<file path="src/hw/hfc_pkg.sv">
// Constants and carrier types for the flash erase sequencer controller
package hfc_pkg;
  localparam int CLK_NS = 10;
  localparam int T_WP_NS = 50;
  localparam int T_ACC_NS = 150;
  localparam int T_WIN_US = 80;
  localparam int WP_CYC = (T_WP_NS + CLK_NS - 1) / CLK_NS;
  localparam int ACC_CYC = (T_ACC_NS + CLK_NS - 1) / CLK_NS;
  localparam int WIN_CYC_DEF = (T_WIN_US * 1000) / CLK_NS;
  localparam logic [7:0] WP_CNT = 8'(WP_CYC - 1);
  localparam logic [7:0] ACC_CNT = 8'(ACC_CYC - 1);

  localparam logic [7:0] REG_CTRL = 8'h00;
  localparam logic [7:0] REG_SECT = 8'h04;
  localparam logic [7:0] REG_STAT = 8'h08;
  localparam int CTRL_CHIP = 0;
  localparam int CTRL_SECT = 1;
  localparam int CTRL_RST = 2;
  localparam int ST_BUSY = 0;
  localparam int ST_DONE = 1;
  localparam int ST_FAIL = 2;
  localparam int ST_LOCK = 3;
  localparam logic [1:0] RESP_OKAY = 2'h0;
  localparam logic [1:0] RESP_SLVERR = 2'h2;

  localparam logic [16:0] ADDR_UNLOCK1 = 17'h05555;
  localparam logic [16:0] ADDR_UNLOCK2 = 17'h02aaa;
  localparam logic [7:0] CODE_UNLOCK1 = 8'haa;
  localparam logic [7:0] CODE_UNLOCK2 = 8'h55;
  localparam logic [7:0] CODE_SETUP = 8'h80;
  localparam logic [7:0] CODE_CHIP = 8'h10;
  localparam logic [7:0] CODE_SECT = 8'h30;
  localparam logic [7:0] CODE_RESET = 8'hf0;
  localparam int SECT_LSB = 14;
  localparam logic [2:0] STEP_RST_LAST = 3'h2;
  localparam logic [2:0] STEP_LAST = 3'h5;

  localparam int POLL_BIT = 7;
  localparam int TOGGLE_BIT = 6;
  localparam int TIME_LIMIT_FLAG = 5;
  localparam int PHASE_FLAG = 4;
  localparam int ERASE_TIMER_FLAG = 3;

  typedef enum logic [1:0] {CYC_IDLE = 2'b00, CYC_SETUP = 2'b01, CYC_STROBE = 2'b11, CYC_HOLD = 2'b10} hfc_cyc_type;
  typedef enum logic [2:0] {SEQ_IDLE = 3'b000, SEQ_CMD = 3'b001, SEQ_POLL = 3'b011, SEQ_RECHECK = 3'b010}
    hfc_seq_type;
  typedef enum logic [1:0] {KIND_CHIP = 2'b00, KIND_SECT = 2'b01, KIND_RST = 2'b10} hfc_kind_type;

  typedef struct packed {
    logic valid;
    logic wr;
    logic [16:0] addr;
    logic [7:0] data;
  } hfc_req_type;

  typedef struct packed {
    logic ce_n;
    logic oe_n;
    logic we_n;
    logic [16:0] addr;
    logic [7:0] dq_o;
    logic dq_oe;
  } hfc_pins_type;

  localparam hfc_pins_type PINS_IDLE = '{ce_n: 1'b1, oe_n: 1'b1, we_n: 1'b1, addr: 17'h00000, dq_o: 8'h00,
    dq_oe: 1'b0};
endpackage

</file>
<file path="src/hw/hfc_strobe_engine.sv">
// One flash bus cycle (write or read) on the strobe pins
`timescale 1ns/10ps
`default_nettype none
module hfc_strobe_engine import hfc_pkg::*; (
  input wire logic i_clk_sys,
  input wire logic i_rst,
  input wire hfc_req_type i_req,
  output logic o_ready,
  output logic o_done,
  output logic [7:0] o_rdata,
  input wire logic [7:0] i_dq,
  output hfc_pins_type o_pins
);
  typedef struct packed {
    hfc_cyc_type st;
    logic [7:0] cnt;
    logic wr;
    logic [7:0] rdata;
    hfc_pins_type pins;
  } hfc_eng_type;
  localparam hfc_eng_type ENG_RST = '{st: CYC_IDLE, cnt: 8'h00, wr: 1'b0, rdata: 8'h00, pins: PINS_IDLE};

  hfc_eng_type r_reg;
  hfc_eng_type r_next;

  always_comb begin
    r_next = r_reg;
    case (r_reg.st)
      CYC_IDLE: begin
        if (i_req.valid) begin
          r_next.st = CYC_SETUP;
          r_next.wr = i_req.wr;
          r_next.pins.ce_n = 1'b0;
          r_next.pins.oe_n = i_req.wr; // [RULE_15]
          r_next.pins.addr = i_req.addr;
          r_next.pins.dq_o = i_req.data;
          r_next.pins.dq_oe = i_req.wr;
          r_next.cnt = ACC_CNT;
        end
      end
      CYC_SETUP: begin
        if (r_reg.wr) begin
          r_next.st = CYC_STROBE;
          r_next.pins.we_n = 1'b0; // [RULE_15]
          r_next.cnt = WP_CNT;
        end else if (r_reg.cnt == 8'h00) begin
          r_next.rdata = i_dq;
          r_next.pins.oe_n = 1'b1;
          r_next.st = CYC_HOLD;
        end else begin
          r_next.cnt = r_reg.cnt - 8'h01;
        end
      end
      CYC_STROBE: begin
        if (r_reg.cnt == 8'h00) begin
          r_next.pins.we_n = 1'b1;
          r_next.st = CYC_HOLD;
        end else begin
          r_next.cnt = r_reg.cnt - 8'h01;
        end
      end
      CYC_HOLD: begin
        r_next.pins = PINS_IDLE;
        r_next.st = CYC_IDLE;
      end
      default: r_next = ENG_RST;
    endcase
  end

  // Strobes idle high from reset, so no write edge follows power-up
  always_ff @(posedge i_clk_sys) begin
    if (i_rst) begin
      r_reg <= ENG_RST; // [RULE_13]
    end else begin
      r_reg <= r_next;
    end
  end

  assign o_ready = (r_reg.st == CYC_IDLE);
  assign o_done = (r_reg.st == CYC_HOLD);
  assign o_rdata = r_reg.rdata;
  assign o_pins = r_reg.pins;
endmodule
`default_nettype wire

</file>
<file path="src/hw/hfc_erase_ctrl.sv">
// Erase sequencer controller: AXI4-Lite registers, command strings, status polling
`timescale 1ns/10ps
`default_nettype none
//
// Function
// [RULE_01] Chip erase is six writes: unlock, setup, unlock, code
// [RULE_02] Device pre-programs zeros, then erases all sectors
// [RULE_03] Chip erase ends when polling bit reads one
// [RULE_04] Sector address on falling, code on rising strobe
// [RULE_05] Device erases after timeout from last command
// [RULE_06] Extra sector writes restart the device timer
// [RULE_07] Late sector command rejected, queued erase proceeds
// [RULE_08] Other command in window aborts to read mode
// [RULE_09] Host queues sector writes without interruption
// [RULE_10] Only selected sectors erased, any number, any order
// [RULE_11] Host polls at address inside an erased sector
// [RULE_12] Power-up leaves device in read mode
// [RULE_13] No command accepted on power-up write edge
// [RULE_14] Supply lockout disables commands, returns to read
// [RULE_15] Write needs chip select, write low, output high
// [RULE_16] Program polling bit reads complement until done
// [RULE_17] Erase polling bit reads zero until done
// [RULE_18] Polling active only during embedded operations
// [RULE_19] Toggle bit inverts each read while busy
// [RULE_20] Status flags report erase timer and phase
// [RULE_21] Time-limit flag marks a failed operation
// [RULE_22] Host recovers from failure with reset command
// [RULE_23] Erase timer flag zero while window open
// [RULE_24] Three top address bits select the sector
// [RULE_25] No new command before previous completes or fails
module hfc_erase_ctrl import hfc_pkg::*; #(
  parameter int unsigned WIN_CYC = WIN_CYC_DEF
) (
  input wire logic i_clk_sys,
  input wire logic i_rst,
  input wire logic [7:0] i_awaddr,
  input wire logic i_awvalid,
  output logic o_awready,
  input wire logic [31:0] i_wdata,
  input wire logic [3:0] i_wstrb,
  input wire logic i_wvalid,
  output logic o_wready,
  output logic [1:0] o_bresp,
  output logic o_bvalid,
  input wire logic i_bready,
  input wire logic [7:0] i_araddr,
  input wire logic i_arvalid,
  output logic o_arready,
  output logic [31:0] o_rdata,
  output logic [1:0] o_rresp,
  output logic o_rvalid,
  input wire logic i_rready,
  input wire logic i_lockout,
  output logic o_flash_ce_n,
  output logic o_flash_oe_n,
  output logic o_flash_we_n,
  output logic [16:0] o_flash_addr,
  output logic [7:0] o_flash_dq,
  output logic o_flash_dq_oe,
  input wire logic [7:0] i_flash_dq
);
  typedef struct packed {
    hfc_seq_type st;
    hfc_kind_type kind;
    logic [2:0] step;
    logic [2:0] sect;
    logic [2:0] poll_sect;
    logic [7:0] pend;
    logic [7:0] mask;
    logic done;
    logic fail;
    logic [7:0] stat;
    hfc_req_type req;
    logic aw_have;
    logic w_have;
    logic [7:0] awaddr;
    logic [31:0] wdata;
    logic wstrb0;
    logic bvalid;
    logic [1:0] bresp;
    logic rvalid;
    logic [31:0] rdata;
    logic [1:0] rresp;
  } hfc_top_type;

  hfc_top_type r_reg;
  hfc_top_type r_next;
  logic eng_done;
  logic eng_ready;
  logic [7:0] eng_rdata;
  hfc_pins_type pins;

  function automatic logic [2:0] lowest_set(input logic [7:0] m);
    logic [2:0] idx;
    idx = 3'h0;
    for (int i = 7; i >= 0; i--) begin
      if (m[i]) begin
        idx = 3'(i);
      end
    end
    return idx;
  endfunction

  function automatic hfc_req_type cmd_step(input hfc_kind_type k, input logic [2:0] s, input logic [2:0] sect);
    hfc_req_type q;
    q = '{valid: 1'b1, wr: 1'b1, addr: ADDR_UNLOCK1, data: CODE_UNLOCK1};
    case (s)
      3'h1, 3'h4: begin
        q.addr = ADDR_UNLOCK2;
        q.data = CODE_UNLOCK2;
      end
      3'h2: q.data = (k == KIND_RST) ? CODE_RESET : CODE_SETUP;
      3'h5: begin
        if (k == KIND_SECT) begin
          q.addr = {sect, 14'h0000}; // [RULE_24]
          q.data = CODE_SECT; // [RULE_04]
        end else begin
          q.data = CODE_CHIP; // [RULE_01]
        end
      end
      default: q.data = CODE_UNLOCK1;
    endcase
    return q;
  endfunction

  hfc_strobe_engine u_eng (
    .i_clk_sys(i_clk_sys),
    .i_rst(i_rst),
    .i_req(r_reg.req),
    .o_ready(eng_ready),
    .o_done(eng_done),
    .o_rdata(eng_rdata),
    .i_dq(i_flash_dq),
    .o_pins(pins)
  );

  always_comb begin
    r_next = r_reg;
    if (i_awvalid && o_awready) begin
      r_next.aw_have = 1'b1;
      r_next.awaddr = i_awaddr;
    end
    if (i_wvalid && o_wready) begin
      r_next.w_have = 1'b1;
      r_next.wdata = i_wdata;
      // Lane enable kept with the data; the master may drop it once taken
      r_next.wstrb0 = i_wstrb[0];
    end
    if (r_reg.bvalid && i_bready) begin
      r_next.bvalid = 1'b0;
    end
    if (r_reg.rvalid && i_rready) begin
      r_next.rvalid = 1'b0;
    end
    if (i_arvalid && o_arready) begin
      r_next.rvalid = 1'b1;
      r_next.rresp = RESP_OKAY;
      case (i_araddr)
        REG_SECT: r_next.rdata = {24'h000000, r_reg.mask};
        REG_STAT: r_next.rdata = {16'h0000, r_reg.stat, 4'h0, i_lockout, r_reg.fail, r_reg.done,
          r_reg.st != SEQ_IDLE};
        REG_CTRL: r_next.rdata = 32'h00000000;
        default: begin
          r_next.rdata = 32'h00000000;
          r_next.rresp = RESP_SLVERR;
        end
      endcase
    end
    // Write acts once both address and data are held
    if (r_reg.aw_have && r_reg.w_have) begin
      r_next.aw_have = 1'b0;
      r_next.w_have = 1'b0;
      r_next.bvalid = 1'b1;
      r_next.bresp = RESP_OKAY;
      case (r_reg.awaddr)
        REG_SECT: if (r_reg.wstrb0) begin
          r_next.mask = r_reg.wdata[7:0];
        end
        REG_STAT: if (r_reg.wstrb0) begin
          r_next.done = r_reg.done & ~r_reg.wdata[ST_DONE];
          r_next.fail = r_reg.fail & ~r_reg.wdata[ST_FAIL];
        end
        REG_CTRL: if (r_reg.wstrb0 && r_reg.st == SEQ_IDLE && !i_lockout) begin // [RULE_25]
          r_next.step = 3'h0;
          r_next.done = 1'b0;
          r_next.fail = 1'b0;
          r_next.poll_sect = 3'h0;
          if (r_reg.wdata[CTRL_CHIP]) begin
            r_next.kind = KIND_CHIP;
            r_next.st = SEQ_CMD;
          end else if (r_reg.wdata[CTRL_SECT] && r_reg.mask != 8'h00) begin
            r_next.kind = KIND_SECT;
            r_next.pend = r_reg.mask; // [RULE_10]
            r_next.sect = lowest_set(r_reg.mask);
            r_next.poll_sect = lowest_set(r_reg.mask); // [RULE_11]
            r_next.st = SEQ_CMD;
          end else if (r_reg.wdata[CTRL_RST]) begin
            r_next.kind = KIND_RST;
            r_next.st = SEQ_CMD;
          end
        end
        default: r_next.bresp = RESP_SLVERR;
      endcase
    end
    case (r_reg.st)
      SEQ_IDLE: r_next.req.valid = 1'b0;
      SEQ_CMD: begin
        // Request waits for an idle engine; a cycle left over from a lockout abort still raises eng_done and counts as this step
        if (!r_reg.req.valid && eng_ready) begin
          r_next.req = cmd_step(r_reg.kind, r_reg.step, r_reg.sect);
        end else if (eng_done) begin
          r_next.req.valid = 1'b0;
          if (r_reg.kind == KIND_RST && r_reg.step == STEP_RST_LAST) begin
            r_next.st = SEQ_IDLE; // [RULE_22]
            r_next.done = !r_reg.fail;
          end else if (r_reg.step == STEP_LAST && r_reg.kind == KIND_SECT) begin
            // Next sector follows at once to stay inside the window
            r_next.pend[r_reg.sect] = 1'b0; // [RULE_09]
            r_next.sect = lowest_set(r_next.pend); // [RULE_06]
            if (r_next.pend == 8'h00) begin
              r_next.st = SEQ_POLL;
            end
          end else if (r_reg.step == STEP_LAST) begin
            r_next.st = SEQ_POLL; // [RULE_03]
          end else begin
            r_next.step = r_reg.step + 3'h1;
          end
        end
      end
      SEQ_POLL, SEQ_RECHECK: begin
        if (!r_reg.req.valid && eng_ready) begin
          r_next.req = '{valid: 1'b1, wr: 1'b0, addr: {r_reg.poll_sect, 14'h0000}, data: 8'h00}; // [RULE_11]
        end else if (eng_done) begin
          r_next.req.valid = 1'b0;
          r_next.stat = eng_rdata; // [RULE_20]
          if (eng_rdata[POLL_BIT]) begin
            r_next.st = SEQ_IDLE; // [RULE_17]
            r_next.done = 1'b1;
          end else if (r_reg.st == SEQ_RECHECK) begin
            // Poll bit may flip with the limit flag, hence the second read
            r_next.fail = 1'b1; // [RULE_21]
            r_next.kind = KIND_RST;
            r_next.step = 3'h0;
            r_next.st = SEQ_CMD; // [RULE_22]
          end else if (eng_rdata[TIME_LIMIT_FLAG]) begin
            r_next.st = SEQ_RECHECK; // [RULE_21]
          end
        end
      end
      default: r_next.st = SEQ_IDLE;
    endcase
    if (i_lockout) begin
      r_next.st = SEQ_IDLE; // [RULE_14]
      r_next.req.valid = 1'b0;
    end
  end

  always_ff @(posedge i_clk_sys) begin
    if (i_rst) begin
      r_reg <= '0; // [RULE_12]
    end else begin
      r_reg <= r_next;
    end
  end

  assign o_awready = !r_reg.aw_have && !r_reg.bvalid;
  assign o_wready = !r_reg.w_have && !r_reg.bvalid;
  assign o_arready = !r_reg.rvalid;
  assign o_bvalid = r_reg.bvalid;
  assign o_bresp = r_reg.bresp;
  assign o_rvalid = r_reg.rvalid;
  assign o_rdata = r_reg.rdata;
  assign o_rresp = r_reg.rresp;
  assign o_flash_ce_n = pins.ce_n;
  assign o_flash_oe_n = pins.oe_n;
  assign o_flash_we_n = pins.we_n;
  assign o_flash_addr = pins.addr;
  assign o_flash_dq = pins.dq_o;
  assign o_flash_dq_oe = pins.dq_oe;

  // Cycles since the last sector code write, for the window check
  logic [15:0] gap_cnt;
  logic gap_run;
  always_ff @(posedge i_clk_sys) begin
    if (i_rst || (eng_done && r_reg.req.data == CODE_SECT && r_reg.st == SEQ_CMD)) begin
      gap_cnt <= 16'h0000;
      gap_run <= !i_rst;
    end else if (r_reg.st != SEQ_CMD) begin
      gap_run <= 1'b0;
    end else if (gap_run) begin
      gap_cnt <= gap_cnt + 16'h0001;
    end
  end
endmodule
`default_nettype wire

</file>
<file path="config.mk">
export PLATFORM = sky130hd
export DESIGN_NAME = hfc_erase_ctrl
export DESIGN_NICKNAME = d
export VERILOG_FILES = /design/src/hw/hfc_pkg.sv /design/src/hw/hfc_strobe_engine.sv /design/src/hw/hfc_erase_ctrl.sv
export SDC_FILE = /design/constraint.sdc
export NUM_CORES = 1
export LEC_CHECK = 0
export ABC_AREA = 1
export BUFFER_PORTS_ARGS = -buffer_cell sky130_fd_sc_hd__clkbuf_2
export CAP_MARGIN = 0
export CORE_ASPECT_RATIO = 1.2
export CORE_MARGIN = 1.5
export CORE_UTILIZATION = 35
export DETAILED_ROUTE_END_ITERATION = 10
export SYNTH_ARGS = -nofsm -noshare
export SYNTH_HDL_FRONTEND = slang
export SYNTH_SLANG_ARGS = --single-unit
</file>
<file path="constraint.sdc">
create_clock -name i_clk_sys -period 1.86 [get_ports i_clk_sys]
set_input_delay 0.279 -clock i_clk_sys [delete_from_list [all_inputs] [get_ports i_clk_sys]]
set_output_delay 0.279 -clock i_clk_sys [all_outputs]
set_load 0.02 [all_outputs]
</file>
==> run summary <==
outcome = finished with violations
failing checks = negative setup slack
initial antenna violation count = 0
H-tree levels = 4
dpl hpwl = 10.8 mm
first-pass GRT wire length = 25.8 mm
Num CTS Buffers = 17
Syn-to-layout area delta = 33.1%
Final Hold Vio Count = 0
CTS tree = yes
pwr/cell area = 824 nW/um2
Iter 0 DRT Violations = 219
sequential element share of the synthesized area = 40.8%
Critical Path AT = 2.27 ns
Initial Utilization = 35.6%
Worst-path clk slew = 0.06 ns
max FFs per register = 72
Max Freq = 0.507 GHz
drt wl/cell = 12.8 um
period utilisation layout = 106%
antenna cells = 0
vias in the first global route = 5491
Leak = 3.58 nW
Setup TNS = -0.825 ns
core area = 17400 um2
fin. max-slew vios = 0
worst setup path class = reg2reg
Post-DRT Antenna Nets = 0
max-cap violations = 0
final setup margin = -0.111 ns
min Tclk post-route = 1.97 ns
average cell area after synthesis = 7.40 um2
IO Count = 138
Setup Skew = 0.0107 ns
largest net degree at the start of global routing = 73
most common cell after layout, fill and taps aside = dfxtp_1
GRT Total Usage = 16.9%
clk sink count = 126
Post-synth ARST share = 0%
RePlAce Congestion = 0.829
row count = 53
gate count of the mapped netlist = 835
die area = 18500 um2
synthesized flop and latch total = 126
highest-count cells in the layout ignoring fill and taps = 118 x dfxtp_1, 110 x nand2_1, 92 x nor2_1, 92 x clkbuf_2, 92 x buf_4
Distinct cells, synth = 46
Most used DFF post-synth = dfxtp_1
vias = 5784
Mapped Area = 6180 um2
Startpoint Class = flop
Cells after DPL = 1160
worst hold path class = in2reg
PnR Total Power = 6.78 mW
height of the die = 149 um
Layout fillers = 1755
EDFF count, synth = 0
NumNets Final = 1062
Final setup viols = 9
Die X = 124 um
latest clock arrival within the worst-skew pair = 0.42 ns
CP Capture Type = flop
layout cell share with drive strength beyond 1 = 32.7%
max_slew headroom = 62.4%
Vias/cell = 4.75
DRC viols = 0
clock root buffer = clkbuf_16
WP data required = 2.16 ns
Worst Path Max Fanout = 8
Slew @ Worst Pin = 0.563 ns
clk buf depth = 2
WL final = 15.6 mm
VDD IR-drop max = 0.000615 V
final non-filler cell total = 1217
First-pass DRT Iterations = 4
Yosys Warn Count = 0
total grt overflow = 0
Port Buf Inserts = 92
RSZ-0062 raised after global routing = true
cell families after synthesis:
group                    after synthesis  share of synthesized area (%)
adder cells (fa/ha/maj)               10                           2.02
XOR/XNOR                               2                          0.283
flip-flops                           126                           40.8
AND/OR/NAND/NOR                      309                           22.7
other                                  1                         0.0607
buffers and inverters                175                           14.5
AO/OA/AOI/OAI                        212                           19.6
worst max-delay path: stages, from the launching register on:
cell and delay, ns:
dfxtp_2 0.33, nor2_4 0.13, nand2_4 0.08, nor2_4 0.14, nand3_4 0.13, buf_12 0.18
buf_4 0.14, o21bai_4 0.12, nand3_2 0.10, nand2_2 0.08, nor2_2 0.04, nand2_1 0.09
nand2_1 0.06, nand3_1 0.06, nand2_1 0.05, nand2_1 0.08, a21oi_2 0.05
metrics by stage:
step	utilization [%]	setup WS, ns	hold WS (ns)	instance area [um2]
after detailed placement	40.6	-0.179	0.452	7060
after floorplan	-	-0.0186	0.414	6260
after global placement	40.6	-0.137	0.442	7060
final	47.3	-0.111	0.0868	8220
after CTS	45.4	-0.0487	0.0747	7880
after global routing	47.3	-0.214	0.0918	8220
synth_stat cells, types with 2 or more instances:
library cell | number | share of area (%)
dfxtp_1 | 126 | 41
o2111a_1 | 6 | 1.1
o21ai_0 | 81 | 6.6
ha_1 | 10 | 2.0
a211oi_1 | 9 | 1.1
a31oi_1 | 3 | 0.30
nand3_1 | 34 | 2.8
nand2_2 | 7 | 0.71
nor2_1 | 106 | 6.4
a311oi_1 | 2 | 0.28
o21bai_1 | 7 | 0.85
clkbuf_1 | 24 | 1.5
clkinv_1 | 2 | 0.12
nor3_1 | 14 | 1.1
a221oi_1 | 6 | 0.85
inv_2 | 4 | 0.24
nand2_1 | 118 | 7.2
nand4_1 | 5 | 0.51
nand3_4 | 2 | 0.57
buf_4 | 61 | 7.4
inv_1 | 83 | 5.0
nor2_2 | 5 | 0.51
nor2_4 | 3 | 0.55
nor4_1 | 2 | 0.20
o211ai_1 | 6 | 0.73
nand2_4 | 2 | 0.36
a21oi_1 | 82 | 6.6
nand3_2 | 6 | 0.97
o21a_1 | 2 | 0.24
final timing paths:
check / start / end / slack (ns) / depth (start not counted)
worst max-delay path: r_reg[77] / r_reg[146] / -0.11 / 16
worst min register to register: r_reg[44] / r_reg[44] / 0.46 / 2
worst max register to register: r_reg[77] / r_reg[146] / -0.11 / 16
worst min-delay path: i_flash_dq[3] / u_eng.o_rdata[3] / 0.09 / 3
power breakdown:
part	internal, mW	total, mW	switching (mW)
Combinational	0.204	0.530	0.326
Clock	2.19	3.43	1.24
Sequential	2.77	2.82	0.0434
what timing repair did:
item | CTS | global route
hold buffers | 0 | 0
setup endpoints to repair | 6 | 60
buffers inserted | 11 | 11
cloned | 1 | 2
pin swaps | 11 | 29
resized for setup | 22 | 75
routing by layer:
metal  vias to the layer above  GRT usage [%]  part of all wire [%]
met5                         -              0                     0
met4                         0           5.57                   1.8
met3                        24           4.21                   4.4
met2                       146           29.2                    48
met1                      2616           20.7                    46
li1                       2998              -                     -
final cells by class:
type / count / area, um2 / share of cell area (%)
multi-input combinational: 553 / 3110 / 37.8
sequential: 126 / 2530 / 30.8
timing repair buffer: 197 / 1360 / 16.5
clock buffer: 20 / 457 / 5.55
inverter: 89 / 334 / 4.06
tap: 220 / 275 / 3.35
clock inverter: 12 / 160 / 1.95
(Power assumes the default switching activity.)
